===== src/pkg/smsc_cfg.svh =====
`ifndef SMSC_CFG_SVH
`define SMSC_CFG_SVH

// register indices; byte address is four times the index
`define SMSC_IDX_GAIN       10'h1e7
`define SMSC_IDX_MON2       10'h1e8
`define SMSC_IDX_SEQ        10'h1e9
`define SMSC_IDX_RDBK       10'h1ea
`define SMSC_IDX_LOCK       10'h1ee
`define SMSC_IDX_IRQ_STAT   10'h1f0
`define SMSC_IDX_IRQ_MASK   10'h1f1
`define SMSC_IDX_FUSE_GAIN  10'h1f2

`define SMSC_RST_GAIN       16'h0012
`define SMSC_RST_MON2       16'h0920
`define SMSC_RST_SEQ        16'h036d
`define SMSC_RST_LOCK       16'h0035
`define SMSC_RST_ZERO       16'h0000
`define SMSC_FUSE_GAIN_DEF  8'h12

`define SMSC_SEQ_GAIN_SEL   15
`define SMSC_SEQ_BYPASS     14
`define SMSC_SEQ_ITER_HI    13
`define SMSC_SEQ_ITER_LO    12
`define SMSC_MON2_SEL_HI    2
`define SMSC_LOCK_ECC_EN    8
`define SMSC_LOCK_ECC_ERR   7
`define SMSC_LOCK_WMASK     16'hffff

`define SMSC_SENSOR_MAX     3'h4
`define SMSC_SLOT_LAST      2'h3
`define SMSC_DWELL_CYC      8'hff

// irq status bits
`define SMSC_IRQ_PASS       0
`define SMSC_IRQ_ECC        1
`define SMSC_IRQ_BITS       2

`endif


===== src/pkg/smsc_pkg.sv =====
package smsc_pkg;
  typedef enum logic [2:0] {
    SMSC_ANALOG_2V5_SUPPLY,
    SMSC_ANALOG_1V8_SUPPLY,
    SMSC_CORE_1V1_SUPPLY,
    SMSC_IO_SUPPLY,
    SMSC_TEMPERATURE
  } smsc_sensor_type;

  typedef enum logic [1:0] {
    SMSC_ST_SLOTS,
    SMSC_ST_ALL,
    SMSC_ST_BYPASS
  } smsc_state_type;
endpackage


===== src/logic/smsc_monitor.sv =====
`timescale 1ns/100ps
`include "smsc_cfg.svh"
// Overview of operation
// - gain from fuses at 0, config at 1
// - bypass bit: registers select sensor directly
// - iteration count sets cycles before full check
// - four slot fields; reset slot3=1, others=5
// - readback returns selected sensor data, read-only
// - ecc enable protects configuration bank
// - ecc error bit injects deliberate bank error
// - sensor codes 0..4, 5..7 reserved
module smsc_monitor (
  input wire logic clk_i,
  input wire logic rst_i,
  input wire logic wb_cyc_i,
  input wire logic wb_stb_i,
  input wire logic wb_we_i,
  input wire logic [11:0] wb_adr_i,
  input wire logic [3:0] wb_sel_i,
  input wire logic [31:0] wb_dat_i,
  output logic [31:0] wb_dat_o,
  output logic wb_ack_o,
  input wire logic [7:0] fuse_gain_i,
  input wire logic [15:0] sensor_data_i,
  input wire logic sensor_data_valid_i,
  output logic [2:0] sensor_sel_o,
  output logic sensor_sel_valid_o,
  output logic [7:0] sensor_gain_o,
  output logic ecc_error_o,
  output logic irq_o
);
  logic [15:0] gain_q;
  logic [15:0] mon2_q;
  logic [15:0] seq_q;
  logic [15:0] lock_q;
  logic [15:0] readback_q;
  logic [`SMSC_IRQ_BITS-1:0] irq_stat_q;
  logic [`SMSC_IRQ_BITS-1:0] irq_mask_q;
  logic [1:0] slot_q;
  logic [1:0] iter_q;
  logic [2:0] all_q;
  logic [2:0] sel_d;
  logic [31:0] rdata_d;
  logic pass_done;
  logic step;
  logic bank_err;
  logic bypass;
  logic bypass_q;
  logic wr;
  logic [9:0] idx;
  smsc_pkg::smsc_state_type state_q;

  assign idx = wb_adr_i[11:2];
  assign wr = wb_cyc_i && wb_stb_i && wb_we_i && !wb_ack_o;
  assign bypass = seq_q[`SMSC_SEQ_BYPASS];

  function automatic logic [15:0] merge(input logic [15:0] old,
                                        input logic [31:0] dat,
                                        input logic [3:0] sel);
    logic [15:0] r;
    r = old;
    if (sel[0]) begin
      r[7:0] = dat[7:0];
    end
    if (sel[1]) begin
      r[15:8] = dat[15:8];
    end
    return r;
  endfunction

  function automatic logic [2:0] slot_sensor(input logic [15:0] seq,
                                             input logic [1:0] slot);
    return seq[slot*3 +: 3];
  endfunction

  // a single-cycle ack, dropped the cycle after
  always_ff @(posedge clk_i) begin
    if (rst_i) begin
      wb_ack_o <= 1'b0;
    end else begin
      wb_ack_o <= wb_cyc_i && wb_stb_i && !wb_ack_o;
    end
  end

  always_ff @(posedge clk_i) begin
    if (rst_i) begin
      gain_q <= `SMSC_RST_GAIN;
      mon2_q <= `SMSC_RST_MON2;
      seq_q <= `SMSC_RST_SEQ;
      lock_q <= `SMSC_RST_LOCK;
      irq_mask_q <= '0;
    end else if (wr) begin
      if (idx == `SMSC_IDX_GAIN) begin
        gain_q <= merge(gain_q, wb_dat_i, wb_sel_i);
      end else if (idx == `SMSC_IDX_MON2) begin
        mon2_q <= merge(mon2_q, wb_dat_i, wb_sel_i);
      end else if (idx == `SMSC_IDX_SEQ) begin
        seq_q <= merge(seq_q, wb_dat_i, wb_sel_i);
      end else if (idx == `SMSC_IDX_LOCK) begin
        lock_q <= merge(lock_q, wb_dat_i, wb_sel_i) & `SMSC_LOCK_WMASK;
      end else if (idx == `SMSC_IDX_IRQ_MASK && wb_sel_i[0]) begin
        irq_mask_q <= wb_dat_i[`SMSC_IRQ_BITS-1:0];
      end
    end
  end

  // sticky events; a new event outranks a write-one clear
  always_ff @(posedge clk_i) begin
    if (rst_i) begin
      irq_stat_q <= '0;
    end else begin
      for (int i = 0; i < `SMSC_IRQ_BITS; i++) begin
        if ((i == `SMSC_IRQ_PASS && pass_done) ||
            (i == `SMSC_IRQ_ECC && bank_err)) begin
          irq_stat_q[i] <= 1'b1;
        end else if (wr && idx == `SMSC_IDX_IRQ_STAT && wb_sel_i[0] &&
                     wb_dat_i[i]) begin
          irq_stat_q[i] <= 1'b0;
        end
      end
    end
  end

  assign irq_o = |(irq_stat_q & irq_mask_q);

  // sequencer: slots 0..3 for iteration count plus one passes, then codes 0..4
  always_ff @(posedge clk_i) begin
    if (rst_i) begin
      state_q <= smsc_pkg::SMSC_ST_SLOTS;
      slot_q <= 2'h0;
      iter_q <= 2'h0;
      all_q <= 3'h0;
      bypass_q <= 1'b0;
    end else begin
      bypass_q <= bypass;
      case (state_q)
        smsc_pkg::SMSC_ST_SLOTS: begin
          if (bypass) begin
            state_q <= smsc_pkg::SMSC_ST_BYPASS;
          end else if (step) begin
            slot_q <= slot_q + 2'h1;
            if (slot_q == `SMSC_SLOT_LAST) begin
              if (iter_q == seq_q[`SMSC_SEQ_ITER_HI:`SMSC_SEQ_ITER_LO]) begin
                iter_q <= 2'h0;
                all_q <= 3'h0;
                state_q <= smsc_pkg::SMSC_ST_ALL;
              end else begin
                iter_q <= iter_q + 2'h1;
              end
            end
          end
        end
        smsc_pkg::SMSC_ST_ALL: begin
          if (bypass) begin
            state_q <= smsc_pkg::SMSC_ST_BYPASS;
          end else if (step) begin
            if (all_q == `SMSC_SENSOR_MAX) begin
              slot_q <= 2'h0;
              state_q <= smsc_pkg::SMSC_ST_SLOTS;
            end else begin
              all_q <= all_q + 3'h1;
            end
          end
        end
        smsc_pkg::SMSC_ST_BYPASS: begin
          if (!bypass) begin
            slot_q <= 2'h0;
            iter_q <= 2'h0;
            state_q <= smsc_pkg::SMSC_ST_SLOTS;
          end
        end
        default: begin
          state_q <= smsc_pkg::SMSC_ST_SLOTS;
        end
      endcase
    end
  end

  assign pass_done = (state_q == smsc_pkg::SMSC_ST_ALL) && step &&
                     (all_q == `SMSC_SENSOR_MAX);

  always_comb begin
    if (state_q == smsc_pkg::SMSC_ST_BYPASS) begin
      sel_d = mon2_q[`SMSC_MON2_SEL_HI:0];
    end else if (state_q == smsc_pkg::SMSC_ST_ALL) begin
      sel_d = all_q;
    end else begin
      sel_d = slot_sensor(seq_q, slot_q);
    end
  end

  always_ff @(posedge clk_i) begin
    if (rst_i) begin
      sensor_sel_o <= 3'h0;
      sensor_sel_valid_o <= 1'b0;
      sensor_gain_o <= `SMSC_FUSE_GAIN_DEF;
    end else begin
      sensor_sel_o <= sel_d;
      // reserved codes 5..7 leave the sensors idle
      sensor_sel_valid_o <= (sel_d <= `SMSC_SENSOR_MAX);
      sensor_gain_o <= seq_q[`SMSC_SEQ_GAIN_SEL] ?
                       gain_q[7:0] : fuse_gain_i;
    end
  end

  // readback holds the latest sample of the sensor being driven
  always_ff @(posedge clk_i) begin
    if (rst_i) begin
      readback_q <= `SMSC_RST_ZERO;
    end else if (sensor_data_valid_i && sensor_sel_valid_o) begin
      readback_q <= sensor_data_i;
    end
  end

  smsc_dwell u_dwell (
    .clk_i(clk_i),
    .rst_i(rst_i),
    .restart_i(bypass != bypass_q),
    .step_o(step)
  );

  smsc_ecc_bank u_ecc (
    .clk_i(clk_i),
    .rst_i(rst_i),
    .enable_i(lock_q[`SMSC_LOCK_ECC_EN]),
    .inject_i(lock_q[`SMSC_LOCK_ECC_ERR]),
    .bank_i({gain_q, mon2_q, seq_q}),
    .error_o(bank_err)
  );

  assign ecc_error_o = bank_err;

  always_comb begin
    rdata_d = 32'h0000_0000;
    if (idx == `SMSC_IDX_GAIN) begin
      rdata_d[15:0] = gain_q;
    end else if (idx == `SMSC_IDX_MON2) begin
      rdata_d[15:0] = mon2_q;
    end else if (idx == `SMSC_IDX_SEQ) begin
      rdata_d[15:0] = seq_q;
    end else if (idx == `SMSC_IDX_RDBK) begin
      rdata_d[15:0] = readback_q;
    end else if (idx == `SMSC_IDX_LOCK) begin
      rdata_d[15:0] = lock_q;
    end else if (idx == `SMSC_IDX_IRQ_STAT) begin
      rdata_d[`SMSC_IRQ_BITS-1:0] = irq_stat_q;
    end else if (idx == `SMSC_IDX_IRQ_MASK) begin
      rdata_d[`SMSC_IRQ_BITS-1:0] = irq_mask_q;
    end else if (idx == `SMSC_IDX_FUSE_GAIN) begin
      rdata_d[7:0] = fuse_gain_i;
    end
  end

  always_ff @(posedge clk_i) begin
    if (rst_i) begin
      wb_dat_o <= 32'h0000_0000;
    end else if (wb_cyc_i && wb_stb_i && !wb_ack_o) begin
      wb_dat_o <= rdata_d;
    end
  end
endmodule


===== src/logic/smsc_dwell.sv =====
`timescale 1ns/100ps
`include "smsc_cfg.svh"
// one-cycle step enable after each sensor dwell period
module smsc_dwell (
  input wire logic clk_i,
  input wire logic rst_i,
  input wire logic restart_i,
  output logic step_o
);
  logic [7:0] cnt_q;

  always_ff @(posedge clk_i) begin
    if (rst_i || restart_i || step_o) begin
      cnt_q <= 8'h00;
    end else begin
      cnt_q <= cnt_q + 8'h01;
    end
  end

  assign step_o = (cnt_q == `SMSC_DWELL_CYC);
endmodule


===== src/logic/smsc_ecc_bank.sv =====
`timescale 1ns/100ps
`include "smsc_cfg.svh"
// six-bit interleaved parity guard over the configuration words
module smsc_ecc_bank (
  input wire logic clk_i,
  input wire logic rst_i,
  input wire logic enable_i,
  input wire logic inject_i,
  input wire logic [47:0] bank_i,
  output logic error_o
);
  logic [5:0] sum_q;
  logic armed_q;

  function automatic logic [5:0] fold(input logic [47:0] w);
    logic [5:0] s;
    s = 6'h00;
    for (int i = 0; i < 48; i++) begin
      s[i % 6] = s[i % 6] ^ w[i];
    end
    return s;
  endfunction

  // checksum follows software writes only while disabled or recaptured
  always_ff @(posedge clk_i) begin
    if (rst_i) begin
      sum_q <= 6'h00;
      armed_q <= 1'b0;
    end else begin
      armed_q <= enable_i;
      if (!enable_i || !armed_q) begin
        sum_q <= fold(bank_i);
      end
    end
  end

  // injected flip on bit 0 makes detection fire on purpose
  assign error_o = enable_i && armed_q &&
    ((fold(bank_i) ^ {5'h00, inject_i}) != sum_q);
endmodule


===== config.mk =====
export PLATFORM = sky130hd
export DESIGN_NAME = smsc_monitor
export DESIGN_NICKNAME = d
export VERILOG_FILES = /design/src/pkg/smsc_pkg.sv /design/src/logic/smsc_monitor.sv /design/src/logic/smsc_dwell.sv /design/src/logic/smsc_ecc_bank.sv
export VERILOG_INCLUDE_DIRS = /design/src /design/src/pkg
export SDC_FILE = /design/constraint.sdc
export NUM_CORES = 1
export LEC_CHECK = 0
export BUFFER_PORTS_ARGS = -buffer_cell sky130_fd_sc_hd__buf_2
export CAP_MARGIN = 20
export CORE_AREA = 2 2 119 121
export DETAILED_ROUTE_END_ITERATION = 10
export DIE_AREA = 0 0 121 123
export GPL_ROUTABILITY_DRIVEN = 0
export MAX_ROUTING_LAYER = met4
export PLACE_DENSITY = 0.79
export RECOVER_POWER = 50
export SKIP_CTS_REPAIR_TIMING = 1
export SLEW_MARGIN = 10
export SYNTH_ARGS = -nofsm -noshare
export SYNTH_HDL_FRONTEND = slang
export SYNTH_SLANG_ARGS = --single-unit

===== constraint.sdc =====
create_clock -name clk_i -period 2.18 [get_ports clk_i]
set_clock_uncertainty 0.1 [all_clocks]
set_input_delay 0.654 -clock clk_i [delete_from_list [all_inputs] [get_ports clk_i]]
set_output_delay 0.654 -clock clk_i [all_outputs]
set_load 0.02 [all_outputs]

==> results of run 1 <==
-- power by group --
part	switching, W	internal [W]	leakage (nW)
clock	0.00125	0.00150	0.277
sequential	0.0000105	0.00255	1.12
combinational	0.000234	0.000133	2.40
-- area by class of cell --
| class | count | area, µm² |
|---|---|---|
| timing repair buffer | 208 | 1380 |
| multi-input combinational | 584 | 3920 |
| inverter | 19 | 71.3 |
| tap | 180 | 225 |
| sequential | 138 | 2770 |
| clock inverter | 15 | 129 |
| clock buffer | 17 | 425 |
| fill | 1081 | 4690 |
-- cell usage after synthesis (all sizes together) (6+ instances only) --
cell,number,area share
xnor2,47,0.060
inv,19,0.010
nor4,10,0.0091
mux2i,61,0.089
o21ai,10,0.0073
clkbuf,36,0.020
a21oi,68,0.050
nor2,80,0.044
ha,8,0.015
dfxtp,138,0.40
or3,6,0.0062
nor2b,20,0.018
nor3,14,0.014
a211oi,14,0.015
nand2,111,0.061
nand3b,6,0.0066
nand3,11,0.0088
buf,25,0.024
a211o,14,0.018
and3,8,0.0073
o22ai,14,0.013
o211ai,7,0.0077
-- path summary, 6_finish.rpt --
kind / slack (ps) / depth (start not counted) / end
setup / recovery: -710 / 7 / ecc_error_o
hold / removal: 350 / 2 / lock_q[10]
setup reg to reg: 130 / 6 / mon2_q[10]
hold reg to reg: 350 / 2 / lock_q[10]
-- layer usage --
metal | part of all wire | GRT usage
met5 | 0 | -
met4 | 0.040 | 0.127
met3 | 0.072 | 0.0664
met2 | 0.48 | 0.448
met1 | 0.41 | 0.328
-- kinds of logic after synthesis --
| kind of cell | synth area share |
|---|---|
| AO/OA/AOI/OAI | 0.132 |
| XOR/XNOR | 0.0857 |
| adder cells (fa/ha/maj) | 0.0146 |
| buffers and inverters | 0.0547 |
| flip-flops | 0.403 |
| multiplexers | 0.107 |
| other | 0.000547 |
| AND/OR/NAND/NOR | 0.203 |
-- critical path: stages (launching register included) --
cell and delay (ps):
dfxtp_1 360, xnor2_2 260, xnor2_2 170, xor3_1 360, nor4_2 220, buf_4 160
a21oi_2 50, buf_6 130
-- state kept, by name, summed over array words and instances, names as in the netlist, 3 cells and up --
signal / cells
seq_q: 16
mon2_q: 16
gain_q: 16
sensor_gain_o: 8
u_ecc.sum_q: 6
all_q: 3
readback_q: 16
u_dwell.cnt_q: 8
sensor_sel_o: 3
lock_q: 16
wb_dat_o: 16
-- metrics by stage --
stage               utilization  hold WS (ps)
global placement          0.603           330
floorplan                     -           318
CTS                       0.644           345
detailed placement        0.603           335
global route              0.655           361
finish                    0.655           351
==> results.yml, run 1 <==
place:
  io_buffers: 88
  dp.final_hpwl_um: 14600
  placedInstanceArea_um2: 8210
  dp_slack_ps: -369
  dp_cells: 1124
power:
  peakVddDrop_mv: 0.538
  fin_total_pwr_w: 0.00567
  p_per_area_nw_per_um2: 636
  power_leakage_nw: 3.80
global_route:
  antenna_found_initial: 0
  grt_pass1_vias: 6067
  grt_pass1_wl_um: 30700
  grt_overflow: 0
  track_usage: 0.277
  grt_max_degree: 61
clock_network:
  htree_levels: 4
  clk-insertion-delay-late_ps: 430
  cts-root-buf: "clkbuf_16"
  clkSinkCount: 138
  clockBufferDepth: 2
  cts_buffers: 17
  clk_pin_slew_ps: 60
  cts_tree: "yes"
synth:
  yosysSeqAreaShare: 0.403
  synth_seq_cells: 138
  synth-edff-count: 0
  async_flop_share: 0
  syn_inst: 787
  synth_cell_types: 64
  synth.cell_area_um2: 6860
  yosysWarnings: 0
  ys.flop_type: "dfxtp_1"
  syn_avg_cell_area_um2: 8.71
sta:
  finalHoldViolCount: 0
  fmax_ghz: 0.346
  fin_ws_ps: -707
  period_share: 1.32
  timing.final.crit_period_ps: 2890
  setup_tns_ps: -947
  max-slew-margin-rel: 0.192
  rsz0062_at_grt: "true"
  slew_violations: 0
  final-setup-viol-count: 4
  tightest_slew_ps: 1210
detailed_routing:
  drtAntennaViolNets: 0
  drt_wl_total_um: 20000
  wl_per_cell_um: 17.2
  drt_iter0_drc: 567
  vias: 6429
  viasPerCell: 5.54
  drt_pass1_iterations: 8
  post-route-drc-count: 0
final_layout:
  antenna-diode-count: 0
  stdcell_area_um2: 8920
  final_cells: 1161
  final_cell_mix: "dfxtp_1 (133), buf_4 (113), nand2_1 (111)"
  layout-drive-gt1-share: 0.285
  layout-area-overhead-vs-synth_pct: 30.0
  nNetsFinal: 1054
  final_common_cell: "dfxtp_1"
worst_setup_path:
  critPathMaxFanout: 2
  cp.required_ps: 1430
  critPathKind: "reg2out"
  startpoint: "seq_q[5]"
  cp.arrival_ps: 2130
  cp-start-kind: "register"
  endpoint_kind: "primary output"
  worstReg2RegStart: "wb_ack_o"
outcome:
  violations: "setup timing"
  status: "finished with violations"
worst_hold_path:
  worstHoldPathType: "reg2reg"
  worstHoldStart: "lock_q[10]"
die:
  die_h_um: 123
  pin_count: 125
  die_w_um: 121
  initial_core_util: 0.504
  die_area_um2: 14900
  rows: 43
  core_um2: 13600
flow_run:
  cap_violations: 0
No activity file was read; power rests on OpenSTA's default activity.
==> run 2, diff against run 1 <==
--- a/config.mk
+++ b/config.mk
@@ -18,2 +18,3 @@
 export SKIP_CTS_REPAIR_TIMING = 1
+export SKIP_LAST_GASP = 1
 export SLEW_MARGIN = 10
==> constraint.sdc (replaced) <==
create_clock -name clk_i -period 2.18 [get_ports clk_i]
set_clock_uncertainty 0.1 [all_clocks]
set_input_delay 0.327 -clock clk_i [delete_from_list [all_inputs] [get_ports clk_i]]
set_output_delay 0.327 -clock clk_i [all_outputs]
set_load 0.01 [all_outputs]
==> results.yml, run 2 (synthesis results as in run 1) <==
sta:
  max-slew-margin-rel: -0.184
  final-setup-viol-count: 4
  finalHoldViolCount: 0
  period_share: 1.23
  setup_tns_ps: -525
  tightest_slew_ps: 1780
  hold_slack_ps: 29.4
  rsz0062_at_grt: "true"
  slew_violations: 38
  timing.final.crit_period_ps: 2680
  fin_ws_ps: -496
  fmax_ghz: 0.374
power:
  p_per_area_nw_per_um2: 711
  p_seq_frac: 0.422
  peakVddDrop_mv: 0.537
  switching_share: 0.225
  comb_power_share: 0.053
  intPower_w: 0.00469
  switchingPower_w: 0.00136
  power_leakage_nw: 3.40
  power.share.clock: 0.525
  fin_total_pwr_w: 0.00605
worst_setup_path:
  slowest_delay_ps: 380
  cp-start-kind: "register"
  critPathMaxFanout: 4
  critPathKind: "reg2out"
  cp.arrival_ps: 2250
  cp.required_ps: 1750
  crit_path_top_delay_cell: "dfxtp_4"
  cp_num_buf_inv: 2
  endpoint_kind: "primary output"
  crit_path_cell_trace: "xnor2_4 > xnor2_2 > xor3_1 > nor4_2 > buf_4 > a21oi_2 > buf_2"
  crit_family: "XOR/XNOR gates"
worst_hold_path:
  worstHoldPathType: "in2reg"
clock_network:
  cts-root-buf: "clkbuf_16"
  cts_buffers: 17
  cts_tree: "yes"
  htree_levels: 4
  clk_pin_slew_ps: 60
  clockBufferDepth: 2
  clk-insertion-delay-late_ps: 430
  clkSinkCount: 138
global_route:
  antenna_found_initial: 0
  grt_pass1_vias: 5822
  track_usage: 0.267
  grt_max_degree: 38
  grt_pass1_wl_um: 29800
  grt_overflow: 0
detailed_routing:
  wl_per_cell_um: 17.5
  drt_pass1_iterations: 8
  drt_wl_total_um: 19300
  drt_iter0_drc: 610
  vias: 6228
  post-route-drc-count: 0
  viasPerCell: 5.65
  drtAntennaViolNets: 0
place:
  placedInstanceArea_um2: 7750
  io_buffers: 88
  dp.final_hpwl_um: 14000
  dp_slack_ps: -140
outcome:
  status: "finished with violations"
  violations: "capacitance limit, slew limit, setup timing"
die:
  die_h_um: 123
  rows: 43
  die_area_um2: 14900
  core_um2: 13600
  pin_count: 125
  die_w_um: 121
  initial_core_util: 0.504
final_layout:
  layout-drive-gt1-share: 0.210
  stdcell_area_um2: 8510
  layout-area-overhead-vs-synth_pct: 24.1
  num-fill-cells: 1116
  multi_input_area_um2: 3920
  final_cell_mix: "dfxtp_1 (130), nand2_1 (111), nor2_1 (79)"
  final_common_cell: "dfxtp_1"
  regArea_um2: 2780
  antenna-diode-count: 0
  nNetsFinal: 997
flow_run:
  cap_violations: 1
run 2: layout make-up:
type                    instances  area share
clock buffers                  17      0.0500
clock inverters                13      0.0253
inverters                      19     0.00838
multi-input cells             584       0.461
flip-flops and latches        138       0.326
well taps                     180      0.0265
repair buffers                151       0.103
run 2: power by group through the flow:
stage | Combinational, W | Sequential [W] | Clock [W]
floorplan | 0.000179 | 0.00262 | 0
global placement | 0.000314 | 0.00261 | 0
detailed placement | 0.000316 | 0.00261 | 0
CTS | 0.000319 | 0.00256 | 0.00320
global route | 0.000340 | 0.00256 | 0.00332
finish | 0.000318 | 0.00256 | 0.00318
run 2: tightest hold or removal path, delay by kind of cell:
kind / cells / cell delay, ps
AND/OR/NAND/NOR: 1 / 40
AO/OA/AOI/OAI: 1 / 50
buffers and inverters: 1 / 90
run 2: path summary, 6_finish.rpt:
kind                         start          endpoint  slack, ps  cells past startpoint
setup reg to reg          wb_ack_o         mon2_q[9]         20                      6
setup / recovery          seq_q[5]       ecc_error_o       -500                      7
hold reg to reg   u_dwell.cnt_q[0]  u_dwell.cnt_q[0]        350                      1
hold / removal    sensor_data_i[5]     readback_q[5]         30                      3
run 2: layer usage:
metal  track usage  vias to the layer above  part of all wire
met2         0.433                      275              0.48
met5             -                        -                 0
li1              -                     2944                 -
met1         0.319                     2963              0.42
met4         0.112                        0             0.034
met3        0.0673                       46             0.066
run 2: through the flow:
| stage | utilization | instances |
|---|---|---|
| final | 0.625 | 1102 |
| after detailed placement | 0.569 | 1068 |
| after global placement | 0.569 | 1068 |
| after global routing | 0.625 | 1102 |
| after CTS | 0.616 | 1098 |
| after floorplan | - | 802 |
